<file path="src/verilog/sfcr_pkg.sv">
// sfcr_pkg: opcodes, field limits, timing figures and shared types of the serial flash command/read path
// assumes: single 10 MHz system clock; the serial link is sampled, never used as a clock
package sfcr_pkg;

  // system clock and link rates
  localparam int unsigned SYS_CLK_HZ = 10_000_000;
  localparam int unsigned READ_MAX_HZ = 25_000_000;
  localparam int unsigned FAST_READ_MAX_HZ = 50_000_000;
  localparam int unsigned SYNC_STAGES = 2;

  // framing
  localparam int unsigned BITS_PER_CYCLE = 8;
  localparam logic [2:0] LAST_BIT = 3'h7;
  localparam logic [1:0] ADDR_LAST_BYTE = 2'h2;
  localparam logic [1:0] WORD_LAST_BYTE = 2'h1;

  // array geometry: 4 Mbit = 512 KByte
  localparam int unsigned ARRAY_ADDR_W = 19;
  localparam logic [ARRAY_ADDR_W-1:0] SECTOR_MASK = 19'h7f000;
  localparam logic [ARRAY_ADDR_W-1:0] BLK32_MASK = 19'h78000;
  localparam logic [ARRAY_ADDR_W-1:0] BLK64_MASK = 19'h70000;
  localparam logic [ARRAY_ADDR_W-1:0] WORD_MASK = 19'h7fffe;

  // opcodes
  localparam logic [7:0] OPC_READ = 8'h03;
  localparam logic [7:0] OPC_FAST_READ = 8'h0b;
  localparam logic [7:0] OPC_SECTOR_ERASE = 8'h20;
  localparam logic [7:0] OPC_BLK32_ERASE = 8'h52;
  localparam logic [7:0] OPC_BLK64_ERASE = 8'hd8;
  localparam logic [7:0] OPC_CHIP_ERASE_A = 8'h60;
  localparam logic [7:0] OPC_CHIP_ERASE_B = 8'hc7;
  localparam logic [7:0] OPC_BYTE_PROG = 8'h02;
  localparam logic [7:0] OPC_WORD_PROG = 8'had;
  localparam logic [7:0] OPC_READ_STATUS = 8'h05;
  localparam logic [7:0] OPC_READ_ID_A = 8'h90;
  localparam logic [7:0] OPC_READ_ID_B = 8'hab;
  localparam logic [7:0] OPC_BUSY_EN = 8'h70;
  localparam logic [7:0] OPC_BUSY_DIS = 8'h80;

  // values shown on the serial output
  localparam logic [7:0] UNDERRUN_BYTE = 8'hff;
  localparam logic SO_IDLE_LEVEL = 1'b1;

  typedef enum logic [2:0] {
    SFCR_OP_SECTOR_ERASE,
    SFCR_OP_BLK32_ERASE,
    SFCR_OP_BLK64_ERASE,
    SFCR_OP_CHIP_ERASE,
    SFCR_OP_BYTE_PROGRAM,
    SFCR_OP_WORD_PROGRAM
  } sfcr_op_e;

  typedef struct packed {
    sfcr_op_e kind;
    logic with_addr;
    logic [ARRAY_ADDR_W-1:0] addr;
    logic [7:0] data0;
    logic [7:0] data1;
  } sfcr_op_s;

  typedef struct packed {
    logic valid;
    logic [ARRAY_ADDR_W-1:0] addr;
  } sfcr_mem_req_s;

endpackage : sfcr_pkg

</file>
<file path="src/verilog/sfcr_pair_buffer.sv">
// sfcr_pair_buffer: small flop FIFO with valid/ready on both sides and a synchronous flush
// assumes: one clock; in_ready_o is registered so the source sees it without a combinational path
`timescale 1ns/1ns
module sfcr_pair_buffer #(
  parameter int unsigned WIDTH = 8,
  parameter int unsigned DEPTH = 2
) (
  // clock and reset
  input wire logic clk_i,
  input wire logic reset_i,
  input wire logic flush_i,
  // filling side
  input wire logic in_valid_i,
  output logic in_ready_o,
  input wire logic [WIDTH-1:0] in_data_i,
  // draining side
  output logic out_valid_o,
  input wire logic out_ready_i,
  output logic [WIDTH-1:0] out_data_o
);
  localparam int unsigned PW = (DEPTH > 1) ? $clog2(DEPTH) : 1;
  localparam int unsigned CW = $clog2(DEPTH + 1);
  localparam logic [CW-1:0] FULL = CW'(DEPTH);
  localparam logic [PW-1:0] LAST = PW'(DEPTH - 1);

  logic [WIDTH-1:0] mem_q [DEPTH];
  logic [PW-1:0] wr_q;
  logic [PW-1:0] rd_q;
  logic [CW-1:0] cnt_q;
  logic [CW-1:0] cnt_d;
  logic ready_q;
  logic push;
  logic pop;

  assign push = in_valid_i & ready_q;
  assign pop = out_valid_o & out_ready_i;
  assign out_valid_o = (cnt_q != '0);
  assign out_data_o = mem_q[rd_q];
  assign in_ready_o = ready_q;

  always_comb begin
    cnt_d = cnt_q;
    if (flush_i) begin
      cnt_d = '0;
    end else if (push && !pop) begin
      cnt_d = cnt_q + CW'(1);
    end else if (pop && !push) begin
      cnt_d = cnt_q - CW'(1);
    end
  end

  always_ff @(posedge clk_i) begin
    if (reset_i) begin
      cnt_q <= '0;
      ready_q <= 1'b0;
    end else begin
      cnt_q <= cnt_d;
      ready_q <= (cnt_d != FULL);
    end
  end

  // pointers wrap at DEPTH, so non-power-of-two depths stay legal
  always_ff @(posedge clk_i) begin
    if (reset_i || flush_i) begin
      wr_q <= '0;
      rd_q <= '0;
    end else begin
      if (push) begin
        wr_q <= (wr_q == LAST) ? '0 : wr_q + PW'(1);
      end
      if (pop) begin
        rd_q <= (rd_q == LAST) ? '0 : rd_q + PW'(1);
      end
    end
  end

  always_ff @(posedge clk_i) begin
    if (push && !flush_i) begin
      mem_q[wr_q] <= in_data_i;
    end
  end

endmodule : sfcr_pair_buffer

</file>
<file path="src/verilog/sfcr_cmd_read_path.sv">
// sfcr_cmd_read_path: serial flash opcode decoder, read data path and write-command hand-off
// assumes: chip select, serial clock and serial input come from another domain and are
// oversampled by clk_i; the serial clock must be well below clk_i/4; the array answers
// read requests through the buffered response port within a few cycles
//
// How it works
// - every opcode, address, dummy and data cycle is exactly eight serial clocks
// - opcode 03 reads the array after three address bytes, no dummy byte
// - opcode 0B reads after three address bytes plus one dummy byte
// - read output starts at the given address and increments per byte until deselect
// - after the top array address the read pointer wraps to zero
// - opcode 20 with address erases a 4 KByte sector, address bits 12 upward
// - opcode 52 with address erases a 32 KByte block from upper bits
// - opcode D8 with address erases a 64 KByte block from bit 16 upward
// - opcodes 60 and C7 alone request a full array erase
// - opcode 02 with address and one data byte programs one byte
// - opcode AD: address then word; later words omit address; first byte even
// - opcode 05 streams the status byte repeatedly until deselect
// - opcodes 90/AB give maker code on even address, device code on odd, alternating
// - opcode 70 lets the serial output show ready/busy during word programming
// - opcode 80 stops the ready/busy indication on the serial output
// - address bits above the array size are ignored
// - input sampled on rising serial clock, msb first, framing restarts on select
// - deselect before an instruction completes abandons it silently
// - write commands launch on deselect after the last bit; reads just stop
`timescale 1ns/1ns
module sfcr_cmd_read_path import sfcr_pkg::*; #(
  parameter logic [7:0] MAKER_CODE = 8'h5a, // arbitrary value
  parameter logic [7:0] DEVICE_CODE = 8'h3c, // arbitrary value
  parameter int unsigned BUF_DEPTH = 2
) (
  // clock and reset
  input wire logic clk_i,
  input wire logic reset_i,
  // serial link pins
  input wire logic spi_cs_n_i,
  input wire logic spi_sck_i,
  input wire logic spi_si_i,
  output logic spi_so_o,
  output logic spi_so_oe_n_o,
  // device state from the program/erase engine
  input wire logic [7:0] status_i,
  input wire logic flash_busy_i,
  input wire logic auto_increment_program_i,
  // array read request
  output sfcr_mem_req_s mem_req_o,
  input wire logic mem_req_ready_i,
  // array read response
  input wire logic mem_rsp_valid_i,
  output logic mem_rsp_ready_o,
  input wire logic [7:0] mem_rsp_data_i,
  // write-type command hand-off
  output logic op_valid_o,
  output sfcr_op_s op_o,
  output logic busy_out_en_o
);
  typedef enum logic [2:0] {
    ST_IDLE, ST_OPCODE, ST_ADDR, ST_DUMMY, ST_DATA_IN, ST_DATA_OUT, ST_IGNORE
  } sfcr_state_e;

  // pin synchronisers, bit order {cs_n, sck, si}
  logic [2:0] s1_q;
  logic [2:0] s2_q;
  logic [2:0] s3_q;
  logic cs_low;
  logic cs_fall;
  logic cs_rise;
  logic sck_rise;
  logic sck_fall;

  sfcr_state_e state_q;
  sfcr_state_e state_d;
  logic [1:0] byte_cnt_q;
  logic [1:0] byte_cnt_d;
  logic done_q;
  logic done_d;
  logic [2:0] bit_cnt_q;
  logic [6:0] shift_q;
  logic [7:0] in_byte;
  logic byte_done;
  logic [7:0] cmd_q;
  logic [23:0] addr_q;
  logic [23:0] addr_full;
  logic with_addr_q;
  logic [7:0] data0_q;
  logic [7:0] data1_q;
  logic is_read;
  logic is_id;

  // output path
  logic [2:0] out_cnt_q;
  logic [6:0] out_sr_q;
  logic [7:0] next_byte;
  logic id_sel_q;
  logic load_byte;
  logic busy_show;
  logic so_q;
  logic so_oe_n_q;
  logic busy_en_q;

  // read prefetch
  logic rd_phase;
  logic [ARRAY_ADDR_W-1:0] ptr_q;
  logic req_valid_q;
  logic wait_rsp_q;
  logic buf_valid;
  logic buf_pop;
  logic [7:0] buf_data;
  sfcr_op_s op_q;
  logic op_valid_q;

  // reset to the idle pin levels (select high, clock low) so no false edge follows reset
  always_ff @(posedge clk_i) begin
    if (reset_i) begin
      s1_q <= 3'h4;
      s2_q <= 3'h4;
      s3_q <= 3'h4;
    end else begin
      s1_q <= {spi_cs_n_i, spi_sck_i, spi_si_i};
      s2_q <= s1_q;
      s3_q <= s2_q;
    end
  end

  assign cs_low = ~s2_q[2];
  assign cs_fall = s3_q[2] & ~s2_q[2];
  assign cs_rise = ~s3_q[2] & s2_q[2];
  assign sck_rise = cs_low & s2_q[1] & ~s3_q[1];
  assign sck_fall = cs_low & ~s2_q[1] & s3_q[1];
  assign byte_done = sck_rise && (bit_cnt_q == LAST_BIT);
  assign in_byte = {shift_q, s2_q[0]};
  assign addr_full = {addr_q[15:0], in_byte};
  assign is_read = (cmd_q == OPC_READ) || (cmd_q == OPC_FAST_READ);
  assign is_id = (cmd_q == OPC_READ_ID_A) || (cmd_q == OPC_READ_ID_B);

  // bit framing restarts on every select
  always_ff @(posedge clk_i) begin
    if (reset_i || cs_fall) begin
      bit_cnt_q <= '0;
      shift_q <= '0;
    end else if (sck_rise) begin
      bit_cnt_q <= bit_cnt_q + 3'h1;
      shift_q <= in_byte[6:0];
    end
  end

  always_comb begin
    state_d = state_q;
    byte_cnt_d = byte_cnt_q;
    done_d = done_q;
    if (!cs_low) begin
      state_d = ST_IDLE;
      done_d = 1'b0;
    end else if (cs_fall) begin
      state_d = ST_OPCODE;
      byte_cnt_d = '0;
      done_d = 1'b0;
    end else if (byte_done) begin
      byte_cnt_d = byte_cnt_q + 2'h1;
      unique case (state_q)
        ST_OPCODE: begin
          byte_cnt_d = '0;
          case (in_byte)
            OPC_READ, OPC_FAST_READ, OPC_SECTOR_ERASE, OPC_BLK32_ERASE, OPC_BLK64_ERASE,
            OPC_BYTE_PROG, OPC_READ_ID_A, OPC_READ_ID_B: state_d = ST_ADDR;
            OPC_WORD_PROG: state_d = auto_increment_program_i ? ST_DATA_IN : ST_ADDR;
            OPC_READ_STATUS: state_d = ST_DATA_OUT;
            OPC_CHIP_ERASE_A, OPC_CHIP_ERASE_B, OPC_BUSY_EN, OPC_BUSY_DIS: begin
              state_d = ST_IGNORE;
              done_d = 1'b1;
            end
            default: state_d = ST_IGNORE;
          endcase
        end
        ST_ADDR: begin
          if (byte_cnt_q == ADDR_LAST_BYTE) begin
            byte_cnt_d = '0;
            if (cmd_q == OPC_FAST_READ) begin
              state_d = ST_DUMMY;
            end else if (is_read || is_id) begin
              state_d = ST_DATA_OUT;
            end else if (cmd_q == OPC_BYTE_PROG || cmd_q == OPC_WORD_PROG) begin
              state_d = ST_DATA_IN;
            end else begin
              state_d = ST_IGNORE;
              done_d = 1'b1;
            end
          end
        end
        ST_DUMMY: state_d = ST_DATA_OUT;
        ST_DATA_IN: begin
          if (cmd_q == OPC_BYTE_PROG || byte_cnt_q == WORD_LAST_BYTE) begin
            state_d = ST_IGNORE;
            done_d = 1'b1;
          end
        end
        ST_IDLE, ST_DATA_OUT, ST_IGNORE: state_d = state_q;
      endcase
    end
  end

  always_ff @(posedge clk_i) begin
    if (reset_i) begin
      state_q <= ST_IDLE;
      byte_cnt_q <= '0;
      done_q <= 1'b0;
    end else begin
      state_q <= state_d;
      byte_cnt_q <= byte_cnt_d;
      done_q <= done_d;
    end
  end

  // command, address and data capture
  always_ff @(posedge clk_i) begin
    if (reset_i) begin
      cmd_q <= '0;
      addr_q <= '0;
      with_addr_q <= 1'b0;
      data0_q <= '0;
      data1_q <= '0;
    end else if (cs_fall) begin
      with_addr_q <= 1'b0;
    end else if (byte_done) begin
      unique case (state_q)
        ST_OPCODE: cmd_q <= in_byte;
        ST_ADDR: begin
          addr_q <= addr_full;
          with_addr_q <= 1'b1;
        end
        ST_DATA_IN: begin
          if (byte_cnt_q == '0) begin
            data0_q <= in_byte;
          end else begin
            data1_q <= in_byte;
          end
        end
        ST_IDLE, ST_DUMMY, ST_DATA_OUT, ST_IGNORE: cmd_q <= cmd_q;
      endcase
    end
  end

  // write commands only launch when select rises after a complete instruction
  always_ff @(posedge clk_i) begin
    if (reset_i) begin
      op_valid_q <= 1'b0;
      op_q <= '0;
      busy_en_q <= 1'b0;
    end else begin
      op_valid_q <= 1'b0;
      if (cs_rise && done_q) begin
        op_q.with_addr <= with_addr_q;
        op_q.data0 <= data0_q;
        op_q.data1 <= data1_q;
        op_q.addr <= addr_q[ARRAY_ADDR_W-1:0];
        op_valid_q <= 1'b1;
        case (cmd_q)
          OPC_SECTOR_ERASE: begin
            op_q.kind <= SFCR_OP_SECTOR_ERASE;
            op_q.addr <= addr_q[ARRAY_ADDR_W-1:0] & SECTOR_MASK;
          end
          OPC_BLK32_ERASE: begin
            op_q.kind <= SFCR_OP_BLK32_ERASE;
            op_q.addr <= addr_q[ARRAY_ADDR_W-1:0] & BLK32_MASK;
          end
          OPC_BLK64_ERASE: begin
            op_q.kind <= SFCR_OP_BLK64_ERASE;
            op_q.addr <= addr_q[ARRAY_ADDR_W-1:0] & BLK64_MASK;
          end
          OPC_CHIP_ERASE_A, OPC_CHIP_ERASE_B: op_q.kind <= SFCR_OP_CHIP_ERASE;
          OPC_BYTE_PROG: op_q.kind <= SFCR_OP_BYTE_PROGRAM;
          OPC_WORD_PROG: begin
            op_q.kind <= SFCR_OP_WORD_PROGRAM;
            op_q.addr <= with_addr_q ? (addr_q[ARRAY_ADDR_W-1:0] & WORD_MASK) : '0;
          end
          OPC_BUSY_EN: begin
            busy_en_q <= 1'b1;
            op_valid_q <= 1'b0;
          end
          default: begin
            busy_en_q <= 1'b0;
            op_valid_q <= 1'b0;
          end
        endcase
      end
    end
  end

  // prefetch starts during the dummy byte so the first bit is ready at the next falling edge
  assign rd_phase = cs_low && is_read && (state_q == ST_DATA_OUT || state_q == ST_DUMMY);
  assign load_byte = sck_fall && (state_q == ST_DATA_OUT) && (out_cnt_q == '0);
  assign buf_pop = load_byte && is_read;

  always_ff @(posedge clk_i) begin
    if (reset_i) begin
      ptr_q <= '0;
      req_valid_q <= 1'b0;
      wait_rsp_q <= 1'b0;
    end else begin
      if (byte_done && state_q == ST_ADDR && byte_cnt_q == ADDR_LAST_BYTE) begin
        ptr_q <= addr_full[ARRAY_ADDR_W-1:0];
      end else if (req_valid_q && mem_req_ready_i) begin
        ptr_q <= ptr_q + 19'h1;
      end
      if (req_valid_q && mem_req_ready_i) begin
        req_valid_q <= 1'b0;
        wait_rsp_q <= 1'b1;
      end else if (rd_phase && !req_valid_q && !wait_rsp_q && mem_rsp_ready_o) begin
        req_valid_q <= 1'b1;
      end
      if (mem_rsp_valid_i && mem_rsp_ready_o) begin
        wait_rsp_q <= 1'b0;
      end
    end
  end

  // responses arriving outside a read phase are accepted and dropped
  sfcr_pair_buffer #(
    .WIDTH(8),
    .DEPTH(BUF_DEPTH)
  ) u_rd_buf (
    .clk_i(clk_i),
    .reset_i(reset_i),
    .flush_i(!cs_low),
    .in_valid_i(mem_rsp_valid_i && rd_phase),
    .in_ready_o(mem_rsp_ready_o),
    .in_data_i(mem_rsp_data_i),
    .out_valid_o(buf_valid),
    .out_ready_i(buf_pop),
    .out_data_o(buf_data)
  );

  always_comb begin
    if (cmd_q == OPC_READ_STATUS) begin
      next_byte = status_i;
    end else if (is_id) begin
      next_byte = id_sel_q ? DEVICE_CODE : MAKER_CODE;
    end else begin
      next_byte = buf_valid ? buf_data : UNDERRUN_BYTE;
    end
  end

  assign busy_show = busy_en_q && auto_increment_program_i && (state_q != ST_DATA_OUT);

  always_ff @(posedge clk_i) begin
    if (reset_i || !cs_low) begin
      out_cnt_q <= '0;
      out_sr_q <= '0;
      so_q <= SO_IDLE_LEVEL;
      so_oe_n_q <= 1'b1;
    end else if (sck_fall && state_q == ST_DATA_OUT) begin
      out_cnt_q <= out_cnt_q + 3'h1;
      so_oe_n_q <= 1'b0;
      if (load_byte) begin
        so_q <= next_byte[7];
        out_sr_q <= next_byte[6:0];
      end else begin
        so_q <= out_sr_q[6];
        out_sr_q <= {out_sr_q[5:0], 1'b0};
      end
    end else if (busy_show) begin
      so_q <= ~flash_busy_i;
      so_oe_n_q <= 1'b0;
    end else if (state_q != ST_DATA_OUT) begin
      so_oe_n_q <= 1'b1;
    end
  end

  always_ff @(posedge clk_i) begin
    if (reset_i) begin
      id_sel_q <= 1'b0;
    end else if (byte_done && state_q == ST_ADDR) begin
      id_sel_q <= in_byte[0];
    end else if (load_byte && is_id) begin
      id_sel_q <= ~id_sel_q;
    end
  end

  assign spi_so_o = so_q;
  assign spi_so_oe_n_o = so_oe_n_q;
  assign mem_req_o = {req_valid_q, ptr_q};
  assign op_valid_o = op_valid_q;
  assign op_o = op_q;
  assign busy_out_en_o = busy_en_q;

endmodule : sfcr_cmd_read_path

</file>
<file path="config.mk">
export PLATFORM = sky130hd
export DESIGN_NAME = sfcr_cmd_read_path
export DESIGN_NICKNAME = d
export VERILOG_FILES = /design/src/verilog/sfcr_pkg.sv /design/src/verilog/sfcr_pair_buffer.sv /design/src/verilog/sfcr_cmd_read_path.sv
export SDC_FILE = /design/constraint.sdc
export NUM_CORES = 1
export LEC_CHECK = 0
export BUFFER_PORTS_ARGS = -buffer_cell sky130_fd_sc_hd__buf_2
export CORE_MARGIN = 2
export CORE_UTILIZATION = 50
export DETAILED_ROUTE_END_ITERATION = 10
export HOLD_SLACK_MARGIN = 0.02
export MAX_ROUTING_LAYER = met4
export PLACE_DENSITY_LB_ADDON = 0.08
export RECOVER_POWER = 25
export SLEW_MARGIN = 10
export SYNTH_ARGS = -nofsm -noshare
export SYNTH_HDL_FRONTEND = slang
export SYNTH_SLANG_ARGS = --single-unit
export TNS_END_PERCENT = 30
</file>
<file path="constraint.sdc">
create_clock -name clk_i -period 2.8 [get_ports clk_i]
set_input_delay 0.84 -clock clk_i [delete_from_list [all_inputs] [get_ports clk_i]]
set_output_delay 0.84 -clock clk_i [all_outputs]
set_load 0.02 [all_outputs]
</file>
# --- Word level (Yosys, flattened, before mapping) ---
# Memory sizes are Yosys's and may differ from the RTL's. A register that Yosys moved wholly into a read port is not among the register bits.
# Index checks and enable logic that the tools add are counted.
# W data, S select, Z words.
word_totals:
  in_bits: 25
  output_inout_bits: 64
  word_cells: 225
  regBits: 149
  n_memories: 1
  ramBits: 16
mem_list:
  columns: ["memory", "words", "word_bits", "read_ports", "rd_ports_with_merged_regs", "wr", "line", "text"]
  rows:
  - ["u_rd_buf.mem_q", 2, 8, 1, 1, 1, "sfcr_pair_buffer.sv:26", "logic [WIDTH-1:0] mem_q [DEPTH];"]
op_classes:
  bitwise: 19
  add_sub_neg: 8
  muxes: 50
  reduce_logical: 67
  eq_ne: 47
op_table:
  columns: ["cell", "count"]
  rows:
  - ["$eq A8 B8 Y1 const B", 11]
  - ["$pmux W19 S4", 1]
  - ["$mux W19", 3]
  - ["$eq A8 B7 Y1 const B", 6]
  - ["$eq A8 B2 Y1 const B", 4]
  - ["$mux W8", 3]
  - ["$mux W1", 23]
  - ["$logic_and A1 B1 Y1", 21]
  - ["$add A19 B1 Y19 const B", 1]
  - ["$pmux W3 S6", 1]
  - ["$eq A8 B3 Y1 const B", 2]
  - ["$eq A8 B4 Y1 const B", 2]
  - ["$eq A8 B6 Y1 const B", 2]
  - ["$mux W2", 8]
  - ["$reduce_and A4 Y1", 4]
  - ["$mux W7", 2]
  - ["$eq A3 B3 Y1 const B", 4]
  - ["$mux W3", 4]
  - ["$ne A2 B2 Y1 const B", 6]
  - ["$pmux W3 S4", 1]
  - ["$reduce_or A2 Y1", 6]
  - ["$not A1 Y1", 11]
  - ["$reduce_bool A2 Y1", 5]
  - ["$pmux W3 S3", 1]
  - ["28 further kinds", 59]

# --- Longest topological paths before layout ---
depth:
  depth_word: 12
  ltp_mapped: 10
  mapped_depth_nobuf: 8

# --- Modules after synthesis ---
# Synthesis repeated with hierarchy kept, for this count alone.
hier_totals:
  hier_cells: 807
  hier_area_um2: 7323.3
modules_own_cells:
  columns: ["mod", "seq_area_each_um2", "instances", "area_per_inst_um2", "cells_each"]
  rows:
  - ["sfcr_cmd_read_path", 2862.7, 1, 6451.2, 749]
  - ["sfcr_pair_buffer", 600.6, 1, 872.1, 58]

# --- Worst setup path before layout ---
# OpenSTA, ideal clock, no wires.
synth_path:
  kind: "input port to flip-flop"
  from: "input port mem_req_ready_i"
  to: "register ptr_q[18]"
  t_arrival_ps: 2224
  setup_ps: 86
  n_path_buf: 2
  slack_ps: 490
  cell_stages: 8
  required_ps: 2714
  cell_sequence: "and2_1 clkbuf_1 and3_1 clkbuf_1 and4_1 nand4_1 xor2_1 a211oi_1"
synth_via:
  elab_chain_cells: 2
synth_rtl:
  columns: ["element", "line", "text"]
  rows:
  - ["start: declaration", "sfcr_cmd_read_path.sv:47", "input wire logic mem_req_ready_i,"]
  - ["$logic_and A1 B1 Y1", "sfcr_cmd_read_path.sv:302", "end else if (req_valid_q && mem_req_ready_i) begin"]
  - ["$reduce_bool A2 Y1 (no line)", null, null]
  - ["end signal: assignment", "sfcr_cmd_read_path.sv:301", "ptr_q <= addr_full[ARRAY_ADDR_W-1:0];"]
  - ["end signal: assignment", "sfcr_cmd_read_path.sv:303", "ptr_q <= ptr_q + 19'h1;"]
  - ["end: declaration", "sfcr_cmd_read_path.sv:103", "logic [ARRAY_ADDR_W-1:0] ptr_q;"]
# No other way between the ends.
# A chain may end at the register's enable or synchronous reset.

# --- Worst setup path after layout ---
layout_path:
  from: "register cmd_q[3]"
  to: "register op_q, in the netlist op_o[24]"
layout_via:
  elab_chain_cells: 2
  elab_cells_between_ends: 5
  cone_classes: "eq/ne: 4; mux: 1"
layout_rtl:
  columns: ["element", "line", "text"]
  rows:
  - ["start: declaration", "sfcr_cmd_read_path.sv:81", "logic [7:0] cmd_q;"]
  - ["start signal: assignment", "sfcr_cmd_read_path.sv:226", "ST_OPCODE: cmd_q <= in_byte;"]
  - ["start signal: assignment", "sfcr_cmd_read_path.sv:238", "ST_IDLE, ST_DUMMY, ST_DATA_OUT, ST_IGNORE: cmd_q <= cmd_q;"]
  - ["$eq A8 B8 Y1 (tied with other cells)", "sfcr_cmd_read_path.sv:257", "case (cmd_q)"]
  - ["$pmux W19 S4 *", "sfcr_cmd_read_path.sv:257", null]
  - ["end: declaration", "sfcr_cmd_read_path.sv:109", "sfcr_op_s op_q;"]
# Mark *: on every way between the ends. The rest lies on a longest branch, timed or not.

==> summary.md <==
| Metric | Value |
|---|---|
| Main combinational cell family by area after synthesis | simple AND/OR/NAND/NOR gates |
| Synth top area cells | dfxtp_1 41%, edfxtp_1 6.7%, nand2_1 5.7% |
| N_diodes | 0 |
| Failing checks | capacitance limit, slew limit |
| Grt ovf | 0 |
| Global-route wire length before repair | approximately 29,000 microns |
| Net count after synthesis | about 840 |
| CP top delay family | compound AO/OA/AOI/OAI gates |
| Root buf cell | clkbuf_16 |
| Die W | 124 microns |
| Buf/Inv on CP | 0 |
| Max-slew headroom | -0.115 |
| Hpwl dp | ~13,000 microns |
| Final Hold Fails | 0 |
| Worst-skew pair later-pin latency | around 0.42 ns |
| Post-synth EDFFs | 16 |
| Die area | roughly 15,000 sq um |
| Pleak | around 3.2 nW |
| Max Buffers Root-to-Sink | 2 |
| Fin crit period | roughly 2.6 ns |
| Comb power frac | 0.016 |
| Iteration-0 DRC Markers | around 450 |
| Synthesis warning total | 0 |
| Dominant cell type by area after synthesis | dfxtp_1 |
| Mapped cell area | around 7200 sq um |
| Hold path depth | 1 |
| Vias in the first global route | ~5,600 |
| Sequential Power Share | 0.507 |
| P per Cell Area | 562 nW/um^2 |
| Top-area cell type share of the netlist area | 0.414 |
| Site Rows | 43 |
| HP Class | reg -> reg |
| Post-synthesis adder-cell area fraction | 0.0188 |
| Num CTS Buffers | 17 |
| Setup bufs post-CTS | 0 |
| Vias per std cell | between 5 and 6 |
| Min Hold Slack | 0.415 ns |
| Critical Path Start Type | flip-flop |
| Synth Instances | between 800 and 900 |
| Max-cap violations | 1 |
| ANT nets after route | 0 |
| R2R Setup Slk | between 0.2 and 0.25 ns |
| Resized cells post-CTS | 0 |
| Max Clock Skew | roughly 0.0083 ns |
| Mapped Avg Cell Area | 8.91 sq um |
| Crit end category | flip-flop |
| Post-Synth XOR/XNOR Area | 0.0341 |
| Clock sinks | around 170 |
| CP Data Arrival Time | about 2.9 ns |
| Reg clk slew, reported paths | about 0.070 ns |
| Worst Hold Path EP | s2_q[2] |
| Placed instance count | between 1,000 and 1,500 |
| Clock tree from TritonCTS | yes |
| Final instance area | 8410 sq um |
| Largest net degree at the start of global routing | 39 |
| Sequential share of the synthesized area | 0.481 |
| WS Path Type | reg -> reg |
| Yosys cell types | 66 |
| F_max | between 300 and 400 MHz |
| Final Core Density | 0.601 |
| Most common cell in the netlist | dfxtp_1 |
| Die height | approximately 120 microns |
| Reg-to-Reg End | op_o[24] |
| DRT met1 WL | ~8900 microns |
| Post-CTS Hold Fix Bufs | 0 |
| Non-filler cells, final | approximately 1,100 |
| Unrepaired setup endpoints after global routing | no |
| Detailed Routing Iterations Pass 1 | 5 |
| Slowest CP cell | a2111oi_0 |
| Top cells by count, synth | 149 x dfxtp_1, 110 x nand2_1, 104 x nor2_1 |
| Post-route clock period utilization | 0.914 |
| DR top layer | met4 |
| Metal3 WL | 541 microns |
| Vias | 6,046 |
| Final #Nets | ~900 |
| Crit-path max cell delay | about 0.6 ns |
| Cells along the critical path | or3b_2 > a2111oi_0 > nor3_1 > a21o_1 > nor3b_2 > a22o_1 |
| IO buf count | 88 |
| Post-synthesis simple-gate area fraction | 0.228 |
| Ratio of cells with drive above 1 in the final layout | 0.180 |
| Fin. max-slew vios | 38 |
| Hold_sp | s1_q[2] |
| Reg2Reg Depth | 6 |
| Tot GR Track Use | 0.251 |
| Final wirelength | roughly 18,000 microns |
| Routability Congestion | 0.901 |
| Reg2reg start | cmd_q[3] |
| # setup viols final | 0 |
| Multiplexer share of the synthesized area | 0.0560 |
| Max IR drop VDD | approximately 0.00041 V |
| Fraction of registers with async set/reset | 0 |
| Top_reg_cell synth | dfxtp_1 |
| CP max FO | 14 |
| Core area | between 10,000 and 15,000 sq um |
| Wire per inst | approximately 17 microns |
| Net switching power | around 990 uW |
| Met2 wire length | roughly 8300 microns |
| Required time worst endpoint | 3.11 ns |
| Sw Share | 0.210 |
| Initial antenna violation count | 0 |
| Initial Util | 0.514 |
| Outcome | finished with violations |
| Post-synthesis compound-gate area fraction | 0.142 |
| Area Growth Syn to Fin | 16.8% |
| DRC Markers | 0 |
| Setup tns final | 0 ns |
| Synth Register Bits | about 170 |
| CTS H-tree lvls | 4 |
| I/O Pins | 89 |
| Clock network fraction of total power | 0.477 |
| Worst-Margin Slew | between 1.5 and 2 ns |
| Pint | about 3.7 mW |
| Placed Instance Area | about 7800 sq um |
worst max path at each step:
stage                          from         to  cells past startpoint
floorplan           mem_req_ready_i  ptr_q[18]                      8
global placement           cmd_q[3]   op_o[25]                      6
detailed placement         cmd_q[3]   op_o[24]                      6
CTS                        cmd_q[3]   op_o[24]                      6
global route               cmd_q[3]   op_o[26]                      6
finish                     cmd_q[3]   op_o[24]                      6
power by group through the flow:
stage	Combinational [mW]	Clock, mW	Sequential, mW
2_1_floorplan	0.0394	0	2.45
3_3_place_gp	0.0759	0	2.45
3_5_place_dp	0.0770	0	2.45
4_1_cts	0.0771	2.29	2.39
5_1_grt	0.0841	2.40	2.39
6_report	0.0766	2.25	2.39
logic make-up after synthesis:
kind of cell | after synthesis
AO/OA/AOI/OAI | 157
XOR/XNOR | 28
adder cells (fa/ha/maj) | 11
buffers and inverters | 72
flip-flops | 165
multiplexers | 40
AND/OR/NAND/NOR | 335
registers in the layout (all words and copies together), names as in the netlist, 2 cells and up, named ones only:
register	count
op_o	39
bit_cnt_q	3
cmd_q	8
u_rd_buf.mem_q	16
u_rd_buf.cnt_q	2
out_cnt_q	3
data0_q	8
state_q	3
data1_q	8
out_sr_q	7
shift_q	7
s2_q	3
s1_q	3
s3_q	2
byte_cnt_q	2
addr_q	19
ptr_q	19
worst register-to-register path: stages (launching register included):
cell and delay, ns:
dfxtp_1 0.46, or3b_2 0.52, a2111oi_0 0.61, nor3_1 0.19
a21o_1 0.22, nor3b_2 0.23, a22o_1 0.24
cells in the final DEF, fill, tap and decap left out, types with 4 or more instances in the layout:
cell / count
a31oi_1: 7
nor3_1: 11
nor2_1: 104
a22oi_1: 4
nor4_1: 7
dfxtp_1: 149
edfxtp_1: 16
nand2b_1: 6
clkbuf_16: 18
clkinv_2: 4
nor2b_1: 16
mux2i_1: 38
inv_1: 13
nand3b_1: 7
or3_1: 4
nand2_1: 110
xnor2_1: 14
or2_2: 6
clkbuf_1: 8
a22o_1: 13
nand4_1: 16
a211oi_1: 24
a21oi_1: 61
buf_4: 28
xor2_1: 14
nand3_1: 15
and3_1: 8
o21ai_0: 17
and4_1: 4
buf_2: 81
ha_1: 10
through the flow:
stage / power [mW] / setup slack, ns
after global placement: 2.52 / 0.378
after CTS: 4.76 / 0.272
after detailed placement: 2.52 / 0.301
final: 4.72 / 0.241
after global routing: 4.87 / 0.0775
after floorplan: 2.48 / 0.490
metal layers:
| layer | vias up | GRT usage |
|---|---|---|
| li1 | 3000 | - |
| met1 | 2908 | 0.346 |
| met2 | 121 | 0.383 |
| met3 | 17 | 0.0408 |
| met4 | 0 | 0.0723 |
| met5 | - | - |
final cells by class:
class | instances | area [sq um]
Fill cell | 1259 | 5580
Clock inverter | 11 | 98.8
Tap cell | 180 | 225
Clock buffer | 20 | 478
Multi-Input combinational cell | 571 | 3440
Sequential cell | 165 | 3460
Timing Repair Buffer | 117 | 646
Inverter | 14 | 52.6
(Power assumes the default switching activity.)
